## src/dss_pkg.sv

```systemverilog
// Package with states, control and status bit positions for the drive sequencer
package dss_pkg;

  typedef enum logic [2:0] {
    DSS_NOT_READY,
    DSS_SWITCH_ON_DISABLED,
    DSS_READY,
    DSS_SWITCHED_ON,
    DSS_OP_ENABLED,
    DSS_QUICK_STOP,
    DSS_FAULT_REACTION,
    DSS_FAULTED
  } dss_state_e;

  // Command word source select
  localparam logic [1:0] SRC_NETWORK = 2'h0;
  localparam logic [1:0] SRC_APP     = 2'h1;
  localparam logic [1:0] SRC_KEYPAD  = 2'h2;

  // Control word bit positions
  localparam int CW_SWITCH_ON     = 0;
  localparam int CW_COAST_N       = 1;
  localparam int CW_ESTOP_N       = 2;
  localparam int CW_RUN_FWD       = 3;
  localparam int CW_RAMP_OUT_EN   = 4;
  localparam int CW_RAMP_EN       = 5;
  localparam int CW_RAMP_IN_EN    = 6;
  localparam int CW_FAULT_RESET   = 7;
  localparam int CW_JOG           = 8;
  localparam int CW_AUTO_INIT     = 12;
  localparam int CW_RUN_REV       = 13;
  localparam int CW_REMOTE_SEQ    = 14;
  localparam int CW_REMOTE_REF    = 15;

  // Status word bit positions
  localparam int SW_READY         = 0;
  localparam int SW_SWITCHED_ON   = 1;
  localparam int SW_OP_ENABLED    = 2;
  localparam int SW_FAULTED       = 3;
  localparam int SW_VOLT_EN       = 4;
  localparam int SW_QSTOP_DIS     = 5;
  localparam int SW_SON_DISABLED  = 6;
  localparam int SW_REF_FROM_NET  = 8;
  localparam int SW_CTL_FROM_NET  = 9;
  localparam int SW_JOGGING       = 13;
  localparam int SW_REVERSE       = 14;
  localparam int SW_STOPPING      = 15;

  // Reset values
  localparam logic [15:0] CW_RESET = 16'h0000;
  localparam logic [15:0] SW_RESET = 16'h0000;

endpackage

```

## src/dss_cmd_if.sv

```systemverilog
// Interface carrying decoded commands from the command decoder to the sequencer
`timescale 1ns/1ps
interface dss_cmd_if;
  logic        shutdown;
  logic        switch_on;
  logic        enable_op;
  logic        disable_voltage;
  logic        quick_stop;
  logic        fault_reset;
  logic [15:0] word;

  modport dec (output shutdown, switch_on, enable_op, disable_voltage, quick_stop,
               fault_reset, word);
  modport seq (input shutdown, switch_on, enable_op, disable_voltage, quick_stop,
               fault_reset, word);
endinterface

```

## src/dss_sequencer.sv

```systemverilog
// Drive sequencing state machine top with status word and ramp controls
`timescale 1ns/1ps
// What this block does
// - State reported as value 0 to 7 in defined order.
// - Starts not ready, moves to switch-on disabled when init done.
// - Shutdown from switch-on disabled or switched on goes to ready.
// - Switch-on while ready goes to switched on.
// - Run forward, reverse or jog while switched on enables operation.
// - Stop in operation returns to switched on after stop completes.
// - Shutdown in operation goes to ready after shutdown completes.
// - Quick stop or voltage off from ready/switched on, voltage off from run: disabled.
// - Quick stop in operation enters quick stop active.
// - Quick stop left when it completes or on voltage off.
// - Trip enters fault reaction; completion or voltage off gives faulted.
// - Fault reset edge in faulted goes to disabled if fault cleared.
// - Active command word copied from network, application or keypad.
// - Bits 4, 5, 6 clear zero ramp output, hold ramp, zero input.
// - Only a rising edge of bit 7 resets faults.
// - Bit 12 set allows disabled to ready regardless of bit 0.
// - Bits 14 and 15 select remote sequencing and reference.
// - Status bits 0 to 6 flag the sequencer conditions.
// - Status bits 8, 9, 13, 14, 15 flag net, jog, reverse, stopping.
// - Status word readable whatever the command source.
// - Ramp active only in operation enabled.
module dss_sequencer (
  // Clock and reset
  input  wire logic        clk,
  input  wire logic        rst,
  // Command word sources
  input  wire logic [1:0]  src_sel,
  input  wire logic [15:0] net_word,
  input  wire logic [15:0] app_word,
  input  wire logic [15:0] keypad_panel_word,
  // Internal events
  input  wire logic        init_done,
  input  wire logic        stop_done,
  input  wire logic        shutdown_done,
  input  wire logic        quick_stop_done,
  input  wire logic        fault_reaction_done,
  input  wire logic        trip,
  input  wire logic        fault_present,
  // Registers
  output logic [7:0]       sequencing_state_value,
  output logic [15:0]      active_command_word,
  output logic [15:0]      sequencer_status_word,
  // Ramp and remote control
  output logic             ramp_active,
  output logic             ramp_out_zero,
  output logic             ramp_hold,
  output logic             ramp_in_zero,
  output logic             remote_sequencing,
  output logic             remote_reference
);

  dss_cmd_if cmd ();

  dss_cmd_decode u_dec (
    .clk               (clk),
    .rst               (rst),
    .src_sel           (src_sel),
    .net_word          (net_word),
    .app_word          (app_word),
    .keypad_panel_word (keypad_panel_word),
    .cmd               (cmd)
  );

  dss_pkg::dss_state_e state_q;
  dss_pkg::dss_state_e state_d;
  logic [15:0]         status_q;
  logic [15:0]         status_d;
  logic [15:0]         w;
  logic                run_fwd;
  logic                run_jog;
  logic                run_rev;
  logic                any_run;
  logic                in_op;

  assign w       = cmd.word;
  assign run_fwd = w[dss_pkg::CW_RUN_FWD];
  assign run_jog = w[dss_pkg::CW_JOG];
  assign run_rev = w[dss_pkg::CW_RUN_REV];
  assign any_run = run_fwd || run_jog || run_rev;
  assign in_op   = (state_q == dss_pkg::DSS_OP_ENABLED);

  always_comb
  begin
    state_d = state_q;
    case (state_q)
      dss_pkg::DSS_NOT_READY:
        if (init_done)
          state_d = dss_pkg::DSS_SWITCH_ON_DISABLED;
      dss_pkg::DSS_SWITCH_ON_DISABLED:
        if (cmd.shutdown)
          state_d = dss_pkg::DSS_READY;
      dss_pkg::DSS_READY:
        if (cmd.disable_voltage || cmd.quick_stop)
          state_d = dss_pkg::DSS_SWITCH_ON_DISABLED;
        else if (cmd.switch_on)
          state_d = dss_pkg::DSS_SWITCHED_ON;
      dss_pkg::DSS_SWITCHED_ON:
        if (cmd.disable_voltage || cmd.quick_stop)
          state_d = dss_pkg::DSS_SWITCH_ON_DISABLED;
        else if (cmd.shutdown)
          state_d = dss_pkg::DSS_READY;
        else if (cmd.enable_op)
          state_d = dss_pkg::DSS_OP_ENABLED;
      dss_pkg::DSS_OP_ENABLED:
        if (cmd.disable_voltage)
          state_d = dss_pkg::DSS_SWITCH_ON_DISABLED;
        else if (cmd.quick_stop)
          state_d = dss_pkg::DSS_QUICK_STOP;
        else if (cmd.shutdown && shutdown_done)
          state_d = dss_pkg::DSS_READY;
        else if (cmd.switch_on && !any_run && stop_done)
          state_d = dss_pkg::DSS_SWITCHED_ON;
      dss_pkg::DSS_QUICK_STOP:
        if (quick_stop_done || cmd.disable_voltage)
          state_d = dss_pkg::DSS_SWITCH_ON_DISABLED;
      dss_pkg::DSS_FAULT_REACTION:
        if (fault_reaction_done || cmd.disable_voltage)
          state_d = dss_pkg::DSS_FAULTED;
      dss_pkg::DSS_FAULTED:
        if (cmd.fault_reset && !fault_present)
          state_d = dss_pkg::DSS_SWITCH_ON_DISABLED;
      default:
        state_d = dss_pkg::DSS_NOT_READY;
    endcase
    // Trip overrides everything, except re-entry while already reacting or faulted
    if (trip && state_q != dss_pkg::DSS_FAULT_REACTION && state_q != dss_pkg::DSS_FAULTED)
      state_d = dss_pkg::DSS_FAULT_REACTION;
  end

  // Status built from the next state so word and state change together
  always_comb
  begin
    status_d = dss_pkg::SW_RESET;
    status_d[dss_pkg::SW_READY]        = state_d == dss_pkg::DSS_READY ||
                                         state_d == dss_pkg::DSS_SWITCHED_ON ||
                                         state_d == dss_pkg::DSS_OP_ENABLED ||
                                         state_d == dss_pkg::DSS_QUICK_STOP;
    status_d[dss_pkg::SW_SWITCHED_ON]  = state_d == dss_pkg::DSS_SWITCHED_ON ||
                                         state_d == dss_pkg::DSS_OP_ENABLED ||
                                         state_d == dss_pkg::DSS_QUICK_STOP;
    status_d[dss_pkg::SW_OP_ENABLED]   = state_d == dss_pkg::DSS_OP_ENABLED ||
                                         state_d == dss_pkg::DSS_QUICK_STOP;
    status_d[dss_pkg::SW_FAULTED]      = state_d == dss_pkg::DSS_FAULT_REACTION ||
                                         state_d == dss_pkg::DSS_FAULTED;
    status_d[dss_pkg::SW_VOLT_EN]      = w[dss_pkg::CW_COAST_N];
    status_d[dss_pkg::SW_QSTOP_DIS]    = state_d != dss_pkg::DSS_QUICK_STOP;
    status_d[dss_pkg::SW_SON_DISABLED] = state_d == dss_pkg::DSS_SWITCH_ON_DISABLED;
    status_d[dss_pkg::SW_REF_FROM_NET] = w[dss_pkg::CW_REMOTE_REF];
    status_d[dss_pkg::SW_CTL_FROM_NET] = w[dss_pkg::CW_REMOTE_SEQ];
    status_d[dss_pkg::SW_JOGGING]      = state_d == dss_pkg::DSS_OP_ENABLED && run_jog &&
                                         !run_fwd && !run_rev;
    status_d[dss_pkg::SW_REVERSE]      = state_d == dss_pkg::DSS_OP_ENABLED && run_rev;
    status_d[dss_pkg::SW_STOPPING]     = state_d == dss_pkg::DSS_OP_ENABLED && !any_run;
  end

  always_ff @(posedge clk)
  begin
    if (rst)
    begin
      state_q  <= dss_pkg::DSS_NOT_READY;
      status_q <= dss_pkg::SW_RESET;
    end
    else
    begin
      state_q  <= state_d;
      status_q <= status_d;
    end
  end

  assign sequencing_state_value = {5'h00, state_q};
  assign sequencer_status_word  = status_q;
  assign active_command_word    = w;
  // Ramp controls are level decodes; bits 9 to 11 are never looked at
  assign ramp_active       = in_op;
  assign ramp_out_zero     = !in_op || !w[dss_pkg::CW_RAMP_OUT_EN];
  assign ramp_hold         = in_op && !w[dss_pkg::CW_RAMP_EN];
  assign ramp_in_zero      = !in_op || !w[dss_pkg::CW_RAMP_IN_EN];
  assign remote_sequencing = w[dss_pkg::CW_REMOTE_SEQ];
  assign remote_reference  = w[dss_pkg::CW_REMOTE_REF];

  a_state_range: assert property (@(posedge clk) disable iff (rst)
    sequencing_state_value <= 8'h07)
    else $error("state value out of range");

  a_init_leave: assert property (@(posedge clk) disable iff (rst)
    (state_q == dss_pkg::DSS_NOT_READY && init_done && !trip)
    |=> state_q == dss_pkg::DSS_SWITCH_ON_DISABLED)
    else $error("not ready did not leave on init done");

  a_switch_on_go: assert property (@(posedge clk) disable iff (rst)
    (state_q == dss_pkg::DSS_READY && cmd.switch_on && !trip)
    |=> state_q == dss_pkg::DSS_SWITCHED_ON)
    else $error("switch on not taken");

  a_stop_wait: assert property (@(posedge clk) disable iff (rst)
    (in_op && !stop_done && !shutdown_done && !cmd.disable_voltage && !cmd.quick_stop
     && !trip) |=> state_q == dss_pkg::DSS_OP_ENABLED)
    else $error("left operation before stop completed");

  a_quick_stop_in: assert property (@(posedge clk) disable iff (rst)
    (in_op && cmd.quick_stop && !trip) |=> state_q == dss_pkg::DSS_QUICK_STOP)
    else $error("quick stop not entered");

  a_quick_stop_out: assert property (@(posedge clk) disable iff (rst)
    (state_q == dss_pkg::DSS_QUICK_STOP && quick_stop_done && !trip)
    |=> state_q == dss_pkg::DSS_SWITCH_ON_DISABLED)
    else $error("quick stop exit wrong");

  a_trip_react: assert property (@(posedge clk) disable iff (rst)
    (trip && state_q != dss_pkg::DSS_FAULTED) |=> state_q == dss_pkg::DSS_FAULT_REACTION
    || state_q == dss_pkg::DSS_FAULTED)
    else $error("trip not reacted");

  a_fault_hold: assert property (@(posedge clk) disable iff (rst)
    (state_q == dss_pkg::DSS_FAULTED && fault_present) |=> state_q == dss_pkg::DSS_FAULTED)
    else $error("faulted left while fault present");

  a_status_state: assert property (@(posedge clk) disable iff (rst)
    sequencer_status_word[dss_pkg::SW_SON_DISABLED] ==
    (state_q == dss_pkg::DSS_SWITCH_ON_DISABLED))
    else $error("status disabled bit disagrees with state");

  a_status_zeros: assert property (@(posedge clk) disable iff (rst)
    sequencer_status_word[7] == 1'b0 && sequencer_status_word[12:10] == 3'h0)
    else $error("unused status bits not zero");

  a_ramp_only_op: assert property (@(posedge clk) disable iff (rst)
    ramp_active |-> sequencing_state_value == 8'h04)
    else $error("ramp active outside operation");

endmodule

```

## src/dss_cmd_decode.sv

```systemverilog
// Command word source selection, copy and command decode
`timescale 1ns/1ps
module dss_cmd_decode (
  // Clock and reset
  input  wire logic        clk,
  input  wire logic        rst,
  // Command word sources
  input  wire logic [1:0]  src_sel,
  input  wire logic [15:0] net_word,
  input  wire logic [15:0] app_word,
  input  wire logic [15:0] keypad_panel_word,
  // Decoded commands
  dss_cmd_if.dec           cmd
);

  logic [15:0] word_q;
  logic        reset_bit_q;
  logic [15:0] sel_word;

  // Unknown select falls back to keypad, the safe local source
  assign sel_word = (src_sel == dss_pkg::SRC_NETWORK) ? net_word :
                    (src_sel == dss_pkg::SRC_APP)     ? app_word : keypad_panel_word;

  always_ff @(posedge clk)
  begin
    if (rst)
    begin
      word_q      <= dss_pkg::CW_RESET;
      reset_bit_q <= 1'b0;
    end
    else
    begin
      word_q      <= sel_word;
      reset_bit_q <= word_q[dss_pkg::CW_FAULT_RESET];
    end
  end

  wire switch_on_request = word_q[dss_pkg::CW_SWITCH_ON];
  wire coast_stop_n      = word_q[dss_pkg::CW_COAST_N];
  wire emergency_stop_n  = word_q[dss_pkg::CW_ESTOP_N];
  wire reverse_run_request = word_q[dss_pkg::CW_RUN_REV];

  assign cmd.word            = word_q;
  assign cmd.disable_voltage = !coast_stop_n;
  assign cmd.quick_stop      = coast_stop_n && !emergency_stop_n;
  // Shutdown: voltage and quick stop released, switch-on clear or auto-init
  assign cmd.shutdown        = coast_stop_n && emergency_stop_n &&
                               (!switch_on_request || word_q[dss_pkg::CW_AUTO_INIT]);
  assign cmd.switch_on       = coast_stop_n && emergency_stop_n && switch_on_request;
  assign cmd.enable_op       = cmd.switch_on && (word_q[dss_pkg::CW_RUN_FWD] ||
                               word_q[dss_pkg::CW_JOG] || reverse_run_request);
  // Edge only, a held bit must not clear trips
  assign cmd.fault_reset     = word_q[dss_pkg::CW_FAULT_RESET] && !reset_bit_q;

  a_reset_edge_only: assert property (@(posedge clk) disable iff (rst)
    cmd.fault_reset |=> !cmd.fault_reset)
    else $error("fault reset pulse longer than one cycle");

  a_word_copy_lag: assert property (@(posedge clk) disable iff (rst)
    !$rose(rst) |=> cmd.word == $past(sel_word))
    else $error("active command word not copied from selected source");

endmodule

```

## config.mk

```make
export PLATFORM = sky130hd
export DESIGN_NAME = dss_sequencer
export DESIGN_NICKNAME = d
export VERILOG_FILES = /design/src/dss_pkg.sv /design/src/dss_cmd_if.sv /design/src/dss_sequencer.sv /design/src/dss_cmd_decode.sv
export SDC_FILE = /design/constraint.sdc
export NUM_CORES = 1
export LEC_CHECK = 0
export BUFFER_PORTS_ARGS = -buffer_cell sky130_fd_sc_hd__buf_2
export CORE_ASPECT_RATIO = 2
export CORE_MARGIN = 2
export CORE_UTILIZATION = 35
export CTS_CLUSTER_SIZE = 20
export DETAILED_ROUTE_END_ITERATION = 8
export PLACE_DENSITY_LB_ADDON = 0.08
export SLEW_MARGIN = 30
export SYNTH_ARGS = -nofsm -noshare
export SYNTH_HDL_FRONTEND = slang
export SYNTH_SLANG_ARGS = --single-unit
```

## constraint.sdc

```tcl
create_clock -name clk -period 4.9 [get_ports clk]
set_clock_uncertainty 0.1 [all_clocks]
set_input_delay 0.735 -clock clk [delete_from_list [all_inputs] [get_ports clk]]
set_output_delay 0.735 -clock clk [all_outputs]
set_load 0.02 [all_outputs]
```

### After elaboration in Yosys (flattened, before gate mapping)

Index checks and enable logic that the tools add are counted.

| cells by class | value |
|---|---|
| shift operators | 0 |
| divide/modulo/power cells | 0 |
| magnitude comparators | 0 |
| equality and inequality tests | 18 |
| multipliers | 0 |
| reductions and logical operators | 47 |
| add/subtract/negate cells | 0 |
| mux-type cells | 18 |
| bitwise operators | 0 |

Operator list:

| kind | number |
|---|---|
| 3-bit 2-to-1 mux | 15 |
| 16-bit 2-to-1 mux | 2 |
| 3-bit == test, second input constant | 8 |
| 3-bit case mux with 8 select lines | 1 |
| 1-bit logical AND | 18 |
| 1-bit logical OR | 15 |
| 3-bit by 2-bit == test with 1-bit output, second input constant | 4 |
| 1-bit logical NOT | 12 |
| 3-bit != test, second input constant | 3 |
| 3-bit by 1-bit == test with 1-bit output, second input constant | 2 |
| 3-bit logical NOT | 1 |
| 2-bit by 1-bit == test with 1-bit output, second input constant | 1 |
| 2-bit logical NOT | 1 |

| word-level totals | value |
|---|---|
| latch bits | 0 |
| output and inout bits | 46 |
| memory bits (read-only) | 0 |
| bits of input ports | 59 |
| memories kept | 0 |
| register bits after elaboration | 36 |
| word-level logic and storage cells | 88 |
| bits in writable memories | 0 |

### Depth between registers and ports, before layout

Gate-level depths: netlist (run 1).

| logic depth | value |
|---|---|
| word-level depth | 15 |
| gate-level depth with buffers | 6 |
| depth with buffers taken out | 5 |

### Modules after synthesis

From an unflattened synthesis (run 1), not the netlist that was laid out.

| unflattened totals | value |
|---|---|
| cell total of the unflattened synthesis | 170 |
| area total of the unflattened synthesis | 1671.6 um^2 |

Modules (own cells, without submodules):

| module | sequential area each (um^2) | cells each | area each (um^2) | instances |
|---|---|---|---|---|
| dss_cmd_decode | 340.3 | 81 | 873.3 | 1 |
| dss_sequencer | 300.3 | 89 | 798.3 | 1 |

### Least setup slack after synthesis (run 1)

Ideal clock, no wire load.

| timing | value |
|---|---|
| kind | register to output |
| from | register state_q[2] |
| to | output ramp_hold |
| cell stages (with the launch flop) | 3 |
| data required time | 4.065 ns |
| buffers on the path | 0 |
| slack | 2.697 ns |
| arrival time | 1.368 ns |
| path through | dfxtp_1 nor3b_4 nor2b_1 |

| on the way | value |
|---|---|
| cells in the longest elaborated chain, start to end | 2 |

RTL lines:

| element | RTL line | RTL |
|---|---|---|
| from (decl) | dss_sequencer.sv:67 | `dss_pkg::dss_state_e state_q;` |
| from (signal assigned) | dss_sequencer.sv:163 | `state_q <= dss_pkg::DSS_NOT_READY;` |
| from (signal assigned) | dss_sequencer.sv:168 | `state_q <= state_d;` |
| 3-bit == test | dss_sequencer.sv:83 | `assign in_op = (state_q == dss_pkg::DSS_OP_ENABLED);` |
| named net ramp_active | dss_sequencer.sv:47 | `output logic ramp_active,` |
| 1-bit logical AND | dss_sequencer.sv:179 | `assign ramp_hold = in_op && !w[dss_pkg::CW_RAMP_EN];` |
| to (decl) | dss_sequencer.sv:49 | `output logic ramp_hold,` |

The timed path passes the listed nets, and every way through them passes these cells.

### Final worst setup path (run 1)

| timing | value |
|---|---|
| from | register state_q[2] |
| to | output ramp_hold |

| on the way | value |
|---|---|
| cells in the longest elaborated chain, start to end | 2 |

RTL lines:

| element | RTL line |
|---|---|
| 3-bit == test | dss_sequencer.sv:83 |
| 1-bit logical AND | dss_sequencer.sv:179 |

No other way between the ends.

==> flow_metrics.py, run 1 <==
metrics = {
    "synthesis": {
        "syn_area_um2": 1620,
        "post_synthesis_mean_instance_area_um2": 8.82,
        "synth_area_leader_cell": "dfxtp_1",
        "synth.yosys.seq_area_share": 0.395,
        "synth_cells": 184,
        "post_synthesis_register_bit_count": 32,
        "ys_top_cells_by_area": "dfxtp_1, mux2i_1, nor2_1, buf_4, a21oi_1",
        "synth.yosys.warnings": 0,
        "synth_top_area_share": 0.395,
        "synth.distinct_cells": 42,
    },
    "routing": {
        "route.detailed.vias_per_inst": 4.64,
        "detailedRoute.firstPassIterationCount": 4,
        "ant_nets": 0,
        "post-route-drc-count": 0,
        "routed-via-count": 1528,
        "drt_wl_total_um": 4060,
        "wl_per_cell_um": 12.3,
        "detail_route.iter0.violations": 20,
    },
    "finish": {
        "fin_area_um2": 2160,
        "drive_gt1_frac": 0.431,
        "finalCoreUtilization": 0.474,
        "layout_common_cells": "buf_2, nor2_1, dfxtp_1",
        "post_layout_nonfiller_instances": 329,
        "final_common_cell": "buf_2",
        "fillerInstances": 505,
        "finalNetCount": 332,
        "area_growth_pct": 33.0,
        "antenna-diode-count": 0,
    },
    "power": {
        "total_power_mw": 0.635,
        "netSwitchingPower_mw": 0.189,
        "pwr-share-comb": 0.212,
        "swShare": 0.298,
        "p_seq_frac": 0.458,
        "power_density_nw_per_um2": 294,
        "power_report.internal_total_mw": 0.446,
        "cellLeakagePower_nw": 1.08,
        "irDropWorstVdd_mv": 0.123,
        "clock_power_share": 0.330,
    },
    "cts": {
        "postCtsHoldBufs": 0,
        "tritoncts": "done",
        "ctsHtreeMaxLevel": 2,
        "cts_repair_resize_count": 0,
        "worstSkewPairLatency_ps": 280,
        "worst_setup_hold_path_clk_slew_ps": 60,
        "cts-buffers-inserted": 5,
        "number_of_sinks_handled_by_clock_tree_synthesis": 32,
        "post_cts.repair.setup_buffers": 0,
        "clock_tree.buffer_depth": 2,
        "cts-root-buf": "clkbuf_8",
    },
    "placed_design": {
        "place.port_buffers": 95,
        "postPlaceCellArea_um2": 2060,
        "final_gp_congestion": 0.765,
        "post-dp-hpwl_um": 3300,
        "place_inst": 321,
    },
    "critical_path": {
        "worst-endpoint-required_ps": 4070,
        "reg2reg_from": "state_q[0]",
        "cp-start-kind": "flip-flop",
        "worst-r2r-setup-slack_ps": 2860,
        "critical_path_peak_fanout": 8,
        "critical_path.reg2reg.endpoint": "sequencer_status_word[6]",
        "arrival_ps": 1430,
        "reg2regPathDepth": 3,
        "setup.worst_path.class": "reg2out",
        "critPathCaptureType": "primary output",
    },
    "sta": {
        "worst_pin_slew_ps": 544,
        "fin_setup_tns_ps": 0,
        "grt_setup_unrepaired": "no",
        "max_slew_margin": 0.637,
        "setup_viol_count_final": 0,
        "finalCriticalPeriod_ps": 2270,
        "max_clock_freq_mhz": 441,
        "finalHoldViolCount": 0,
        "fin_crit_sh": 0.462,
        "timing_max_transition_violations_final": 0,
    },
    "grt": {
        "via_count_of_the_first_global_routing_pass": 1475,
        "grt_overflow": 0,
        "wire_length_of_the_first_global_routing_pass_um": 6420,
        "grt_max_degree": 33,
        "grt_antenna_before_repair": 0,
        "globalRouteTotalUtil": 0.166,
    },
    "floorplanning": {
        "die_height_um": 100,
        "initial_utilization": 0.356,
        "core_um2": 4550,
        "design.portCount": 105,
        "total_die_area_um2": 5230,
        "die-width_um": 52.2,
        "num_rows": 35,
    },
    "status": {
        "outcome": "finished, final reports clean",
    },
    "min_path": {
        "worstHoldEndpoint": "sequencer_status_word[8]",
        "min_delay_path_depth": 1,
        "hold_start": "u_dec.cmd.word[15]",
        "hold_class": "reg2reg",
    },
    "flow_run": {
        "max_cap_viol_count": 0,
    },
}
## critical path, stage by stage (launching register included)
cell,delay (ps)
dfxtp_1,500
nor3b_4,330
nor2b_1,160
buf_2,160
## cell families (layout without fill, tap and decap cells)
group	after synthesis	in the layout	share of synthesized area
multiplexers	16	16	0.0987
flip-flops	32	32	0.395
AO/OA/AOI/OAI	33	33	0.139
AND/OR/NAND/NOR	78	78	0.277
buffers and inverters	24	106	0.0887
other	1	9	0.00231
## routing by layer
metal | GRT usage | vias up | wire (um)
met5 | 0 | - | 0
met4 | 0.0888 | 0 | 100
met3 | 0.0179 | 6 | 220
met2 | 0.333 | 61 | 2350
met1 | 0.149 | 677 | 1390
li1 | - | 784 | -
## power by group through the flow
stage	Sequential, mW	Clock, mW	Combinational (mW)
finish	0.291	0.210	0.134
global route	0.293	0.226	0.149
CTS	0.291	0.215	0.136
detailed placement	0.297	0	0.136
global placement	0.297	0	0.135
floorplan	0.308	0	0.0816
## state kept, by name, indices dropped and copies added, names as in the netlist
| signal | cells |
|---|---|
| u_dec.cmd.word | 16 |
| sequencer_status_word | 12 |
| state_q | 3 |
| u_dec.reset_bit_q | 1 |
## cells in the mapped netlist, drive strengths merged
library cell and number:
nor2 43, dfxtp 32, a21oi 19, mux2i 16, buf 15, nand2 8
nor2b 7, clkbuf 6, nor4b 4, inv 3, nor3 3, or2 3
a22oi 2, a31oi 2, and2 2, nor4 2, a2111oi 1, a21o 1
a221oi 1, a31o 1, conb 1, nand2b 1, nand3 1, nand3b 1
nand4bb 1, nor3b 1, o211a 1, o21ai 1, o221ai 1, o22ai 1
o311ai 1, o32ai 1, or4 1
## final cells by class
type / instances / area (um2) / area share
multi-input cells: 136 / 868 / 0.402
clock buffers: 7 / 86.3 / 0.0400
inverters: 3 / 11.3 / 0.00522
well taps: 55 / 68.8 / 0.0319
repair buffers: 95 / 475 / 0.220
clock inverters: 1 / 7.51 / 0.00348
flip-flops and latches: 32 / 641 / 0.297
## worst max path at each step
| stage | start | to |
|---|---|---|
| CTS | state_q[2] | ramp_hold |
| detailed placement | fault_present | sequencer_status_word[6] |
| floorplan | state_q[2] | ramp_hold |
| global placement | fault_present | sequencer_status_word[6] |
| global route | state_q[0] | ramp_hold |
| finish | state_q[2] | ramp_hold |
## through the flow
stage / setup WS (ps) / hold slack, ps
final: 2630 / 382
after global routing: 2540 / 411
after CTS: 2630 / 386
after detailed placement: 2680 / 376
after global placement: 2720 / 366
after floorplan: 2700 / 405
Note: power is estimated with default switching activity, not from simulation.
==> run 2, diff against run 1 <==
Clock period 4.9 ns to 2.1 ns, I/O delays scaled along.
==> run 2 against run 1 <==
  * Wire length increased by 2.0%
  * Total power increased by 150%
  * First-iteration DRC count increased by 25%
  * Via count increased by 1.3%
  * Die area unchanged
  * Setup slack got worse by 2400 ps
  * Sequential share of layout area decreased by 0.49 points
  * Count of clock-buffer cells in the layout decreased by 1
  * Sequential power increased by 130%
  * Global-route usage about the same
  * Final cell count increased by 0.91%
  * Combinational power increased by 140%
  * Critical endpoint is now sequencer_status_word[6]
==> flow_metrics.py, run 2 (synthesis gave the netlist of run 1 again) <==
metrics = {
    "floorplanning": {
        "core_um2": 4550,
        "design.portCount": 105,
        "total_die_area_um2": 5230,
        "initial_utilization": 0.356,
        "die_height_um": 100,
        "die-width_um": 52.2,
        "num_rows": 35,
    },
    "power": {
        "irDropWorstVdd_mv": 0.325,
        "cellLeakagePower_nw": 1.11,
        "total_power_mw": 1.57,
        "power_density_nw_per_um2": 713,
    },
    "cts": {
        "postCtsHoldBufs": 0,
        "cts_repair_resize_count": 0,
        "tritoncts": "done",
        "post_cts.repair.setup_buffers": 0,
        "clock_tree.buffer_depth": 2,
        "worst_setup_hold_path_clk_slew_ps": 70,
        "cts-buffers-inserted": 5,
        "number_of_sinks_handled_by_clock_tree_synthesis": 32,
        "worstSkewPairLatency_ps": 270,
        "cts-root-buf": "clkbuf_8",
        "ctsHtreeMaxLevel": 2,
    },
    "grt": {
        "grt_max_degree": 33,
        "global_route.peak_usage_layer": "met2",
        "globalRouteMet1Util": 0.142,
        "grt.met3_usage": 0.0268,
        "globalRouteTotalUtil": 0.166,
        "met2_usage": 0.332,
        "via_count_of_the_first_global_routing_pass": 1465,
        "grt_antenna_before_repair": 0,
        "grt_overflow": 0,
        "wire_length_of_the_first_global_routing_pass_um": 6420,
    },
    "critical_path": {
        "cpMaxStageDelayCell": "dfxtp_1",
        "critical_path_peak_fanout": 12,
        "reg2regPathDepth": 5,
        "critical_path.reg2reg.endpoint": "sequencer_status_word[6]",
        "slowest_stage_delay_on_critical_path_ps": 600,
        "cp-start-kind": "flip-flop",
        "worst-endpoint-required_ps": 2190,
        "reg2reg_from": "state_q[1]",
        "setup.worst_path.class": "reg2reg",
        "worst-r2r-setup-slack_ps": 200,
        "arrival_ps": 2000,
        "critical_path.cell_chain": "nand2_2 -> and2_4 -> or2_4 -> nor4_4 -> nor4b_4",
        "critPathCaptureType": "flip-flop",
    },
    "min_path": {
        "hold_start": "keypad_panel_word[6]",
        "worstHoldEndpoint": "u_dec.cmd.word[6]",
        "min_delay_path_depth": 3,
        "hold_class": "in2reg",
    },
    "sta": {
        "finalCriticalPeriod_ps": 1900,
        "finalHoldViolCount": 0,
        "fin_setup_tns_ps": 0,
        "hold_ws_ps": 171,
        "setup_viol_count_final": 0,
        "timing_max_transition_violations_final": 0,
        "fin_crit_sh": 0.907,
        "max_clock_freq_mhz": 525,
        "grt_setup_unrepaired": "no",
    },
    "routing": {
        "detail_route.iter0.violations": 25,
        "drt_wl_total_um": 4140,
        "routed-via-count": 1548,
        "route.detailed.vias_per_inst": 4.66,
        "wl_per_cell_um": 12.5,
        "ant_nets": 0,
        "detailedRoute.firstPassIterationCount": 4,
        "post-route-drc-count": 0,
    },
    "finish": {
        "finalNetCount": 335,
        "largest_register_ffs": 16,
        "drive_gt1_frac": 0.437,
        "finalCoreUtilization": 0.482,
        "layout_common_cells": "buf_2, nor2_1, dfxtp_1",
        "final_common_cell": "buf_2",
        "antenna-diode-count": 0,
        "area_growth_pct": 35.2,
    },
    "placed_design": {
        "final_gp_congestion": 0.831,
        "post-dp-hpwl_um": 3470,
        "place.port_buffers": 95,
    },
    "flow_run": {
        "max_cap_viol_count": 0,
    },
    "status": {
        "outcome": "finished, final reports clean",
    },
}
==> run 2: changes by cell type in the layout (fill, tap and decap cells not counted) <==
cell        delta
bufinv_16      +1
clkbuf_8       -1
clkinvlp_4     -1
clkinv_2       +1
buf_4          +3
==> run 2: per-layer routing <==
metal	share of wire	wire length [um]	up-vias
met3	0.062	257	10
met2	0.59	2420	67
met5	0	0	-
met4	0.028	114	0
met1	0.32	1340	673
li1	-	-	798
==> run 2: cell type report <==
type	count	area (um2)
fillers	489	2360
multi-input cells	136	868
flip-flops and latches	32	641
repair buffers	98	498
clock buffers	6	72.6
well taps	55	68.8
clock inverters	2	35.0
inverters	3	11.3
==> run 2: worst max-delay path by stage <==
stage               depth (start not counted)  startpoint  slack [ps]                   endpoint
finish                                      5  state_q[1]         200   sequencer_status_word[6]
global route                                5  state_q[0]          50  sequencer_status_word[13]
CTS                                         5  state_q[1]         180   sequencer_status_word[6]
global placement                            5  state_q[1]         170   sequencer_status_word[6]
floorplan                                   5  state_q[2]         260  sequencer_status_word[14]
detailed placement                          5  state_q[1]         200   sequencer_status_word[6]
==> run 2: per-stage QoR <==
step / instance area (um2) / worst slack [ps] / instances
2_1_floorplan: 1650 / 260 / 192
3_3_place_gp: 2090 / 171 / 324
3_5_place_dp: 2090 / 198 / 324
4_1_cts: 2190 / 178 / 332
5_1_grt: 2190 / 49.9 / 332
6_report: 2190 / 196 / 332
==> run 2: where the power goes <==
part	total [mW]	switching [mW]	internal (mW)
clock	0.568	0.216	0.352
sequential	0.677	0.0350	0.642
combinational	0.321	0.184	0.137
==> run 2: critical path: cells and delay by family (launching register included) <==
| family | cells | cell delay, ps |
|---|---|---|
| flops | 1 | 600 |
| simple gates | 5 | 1130 |
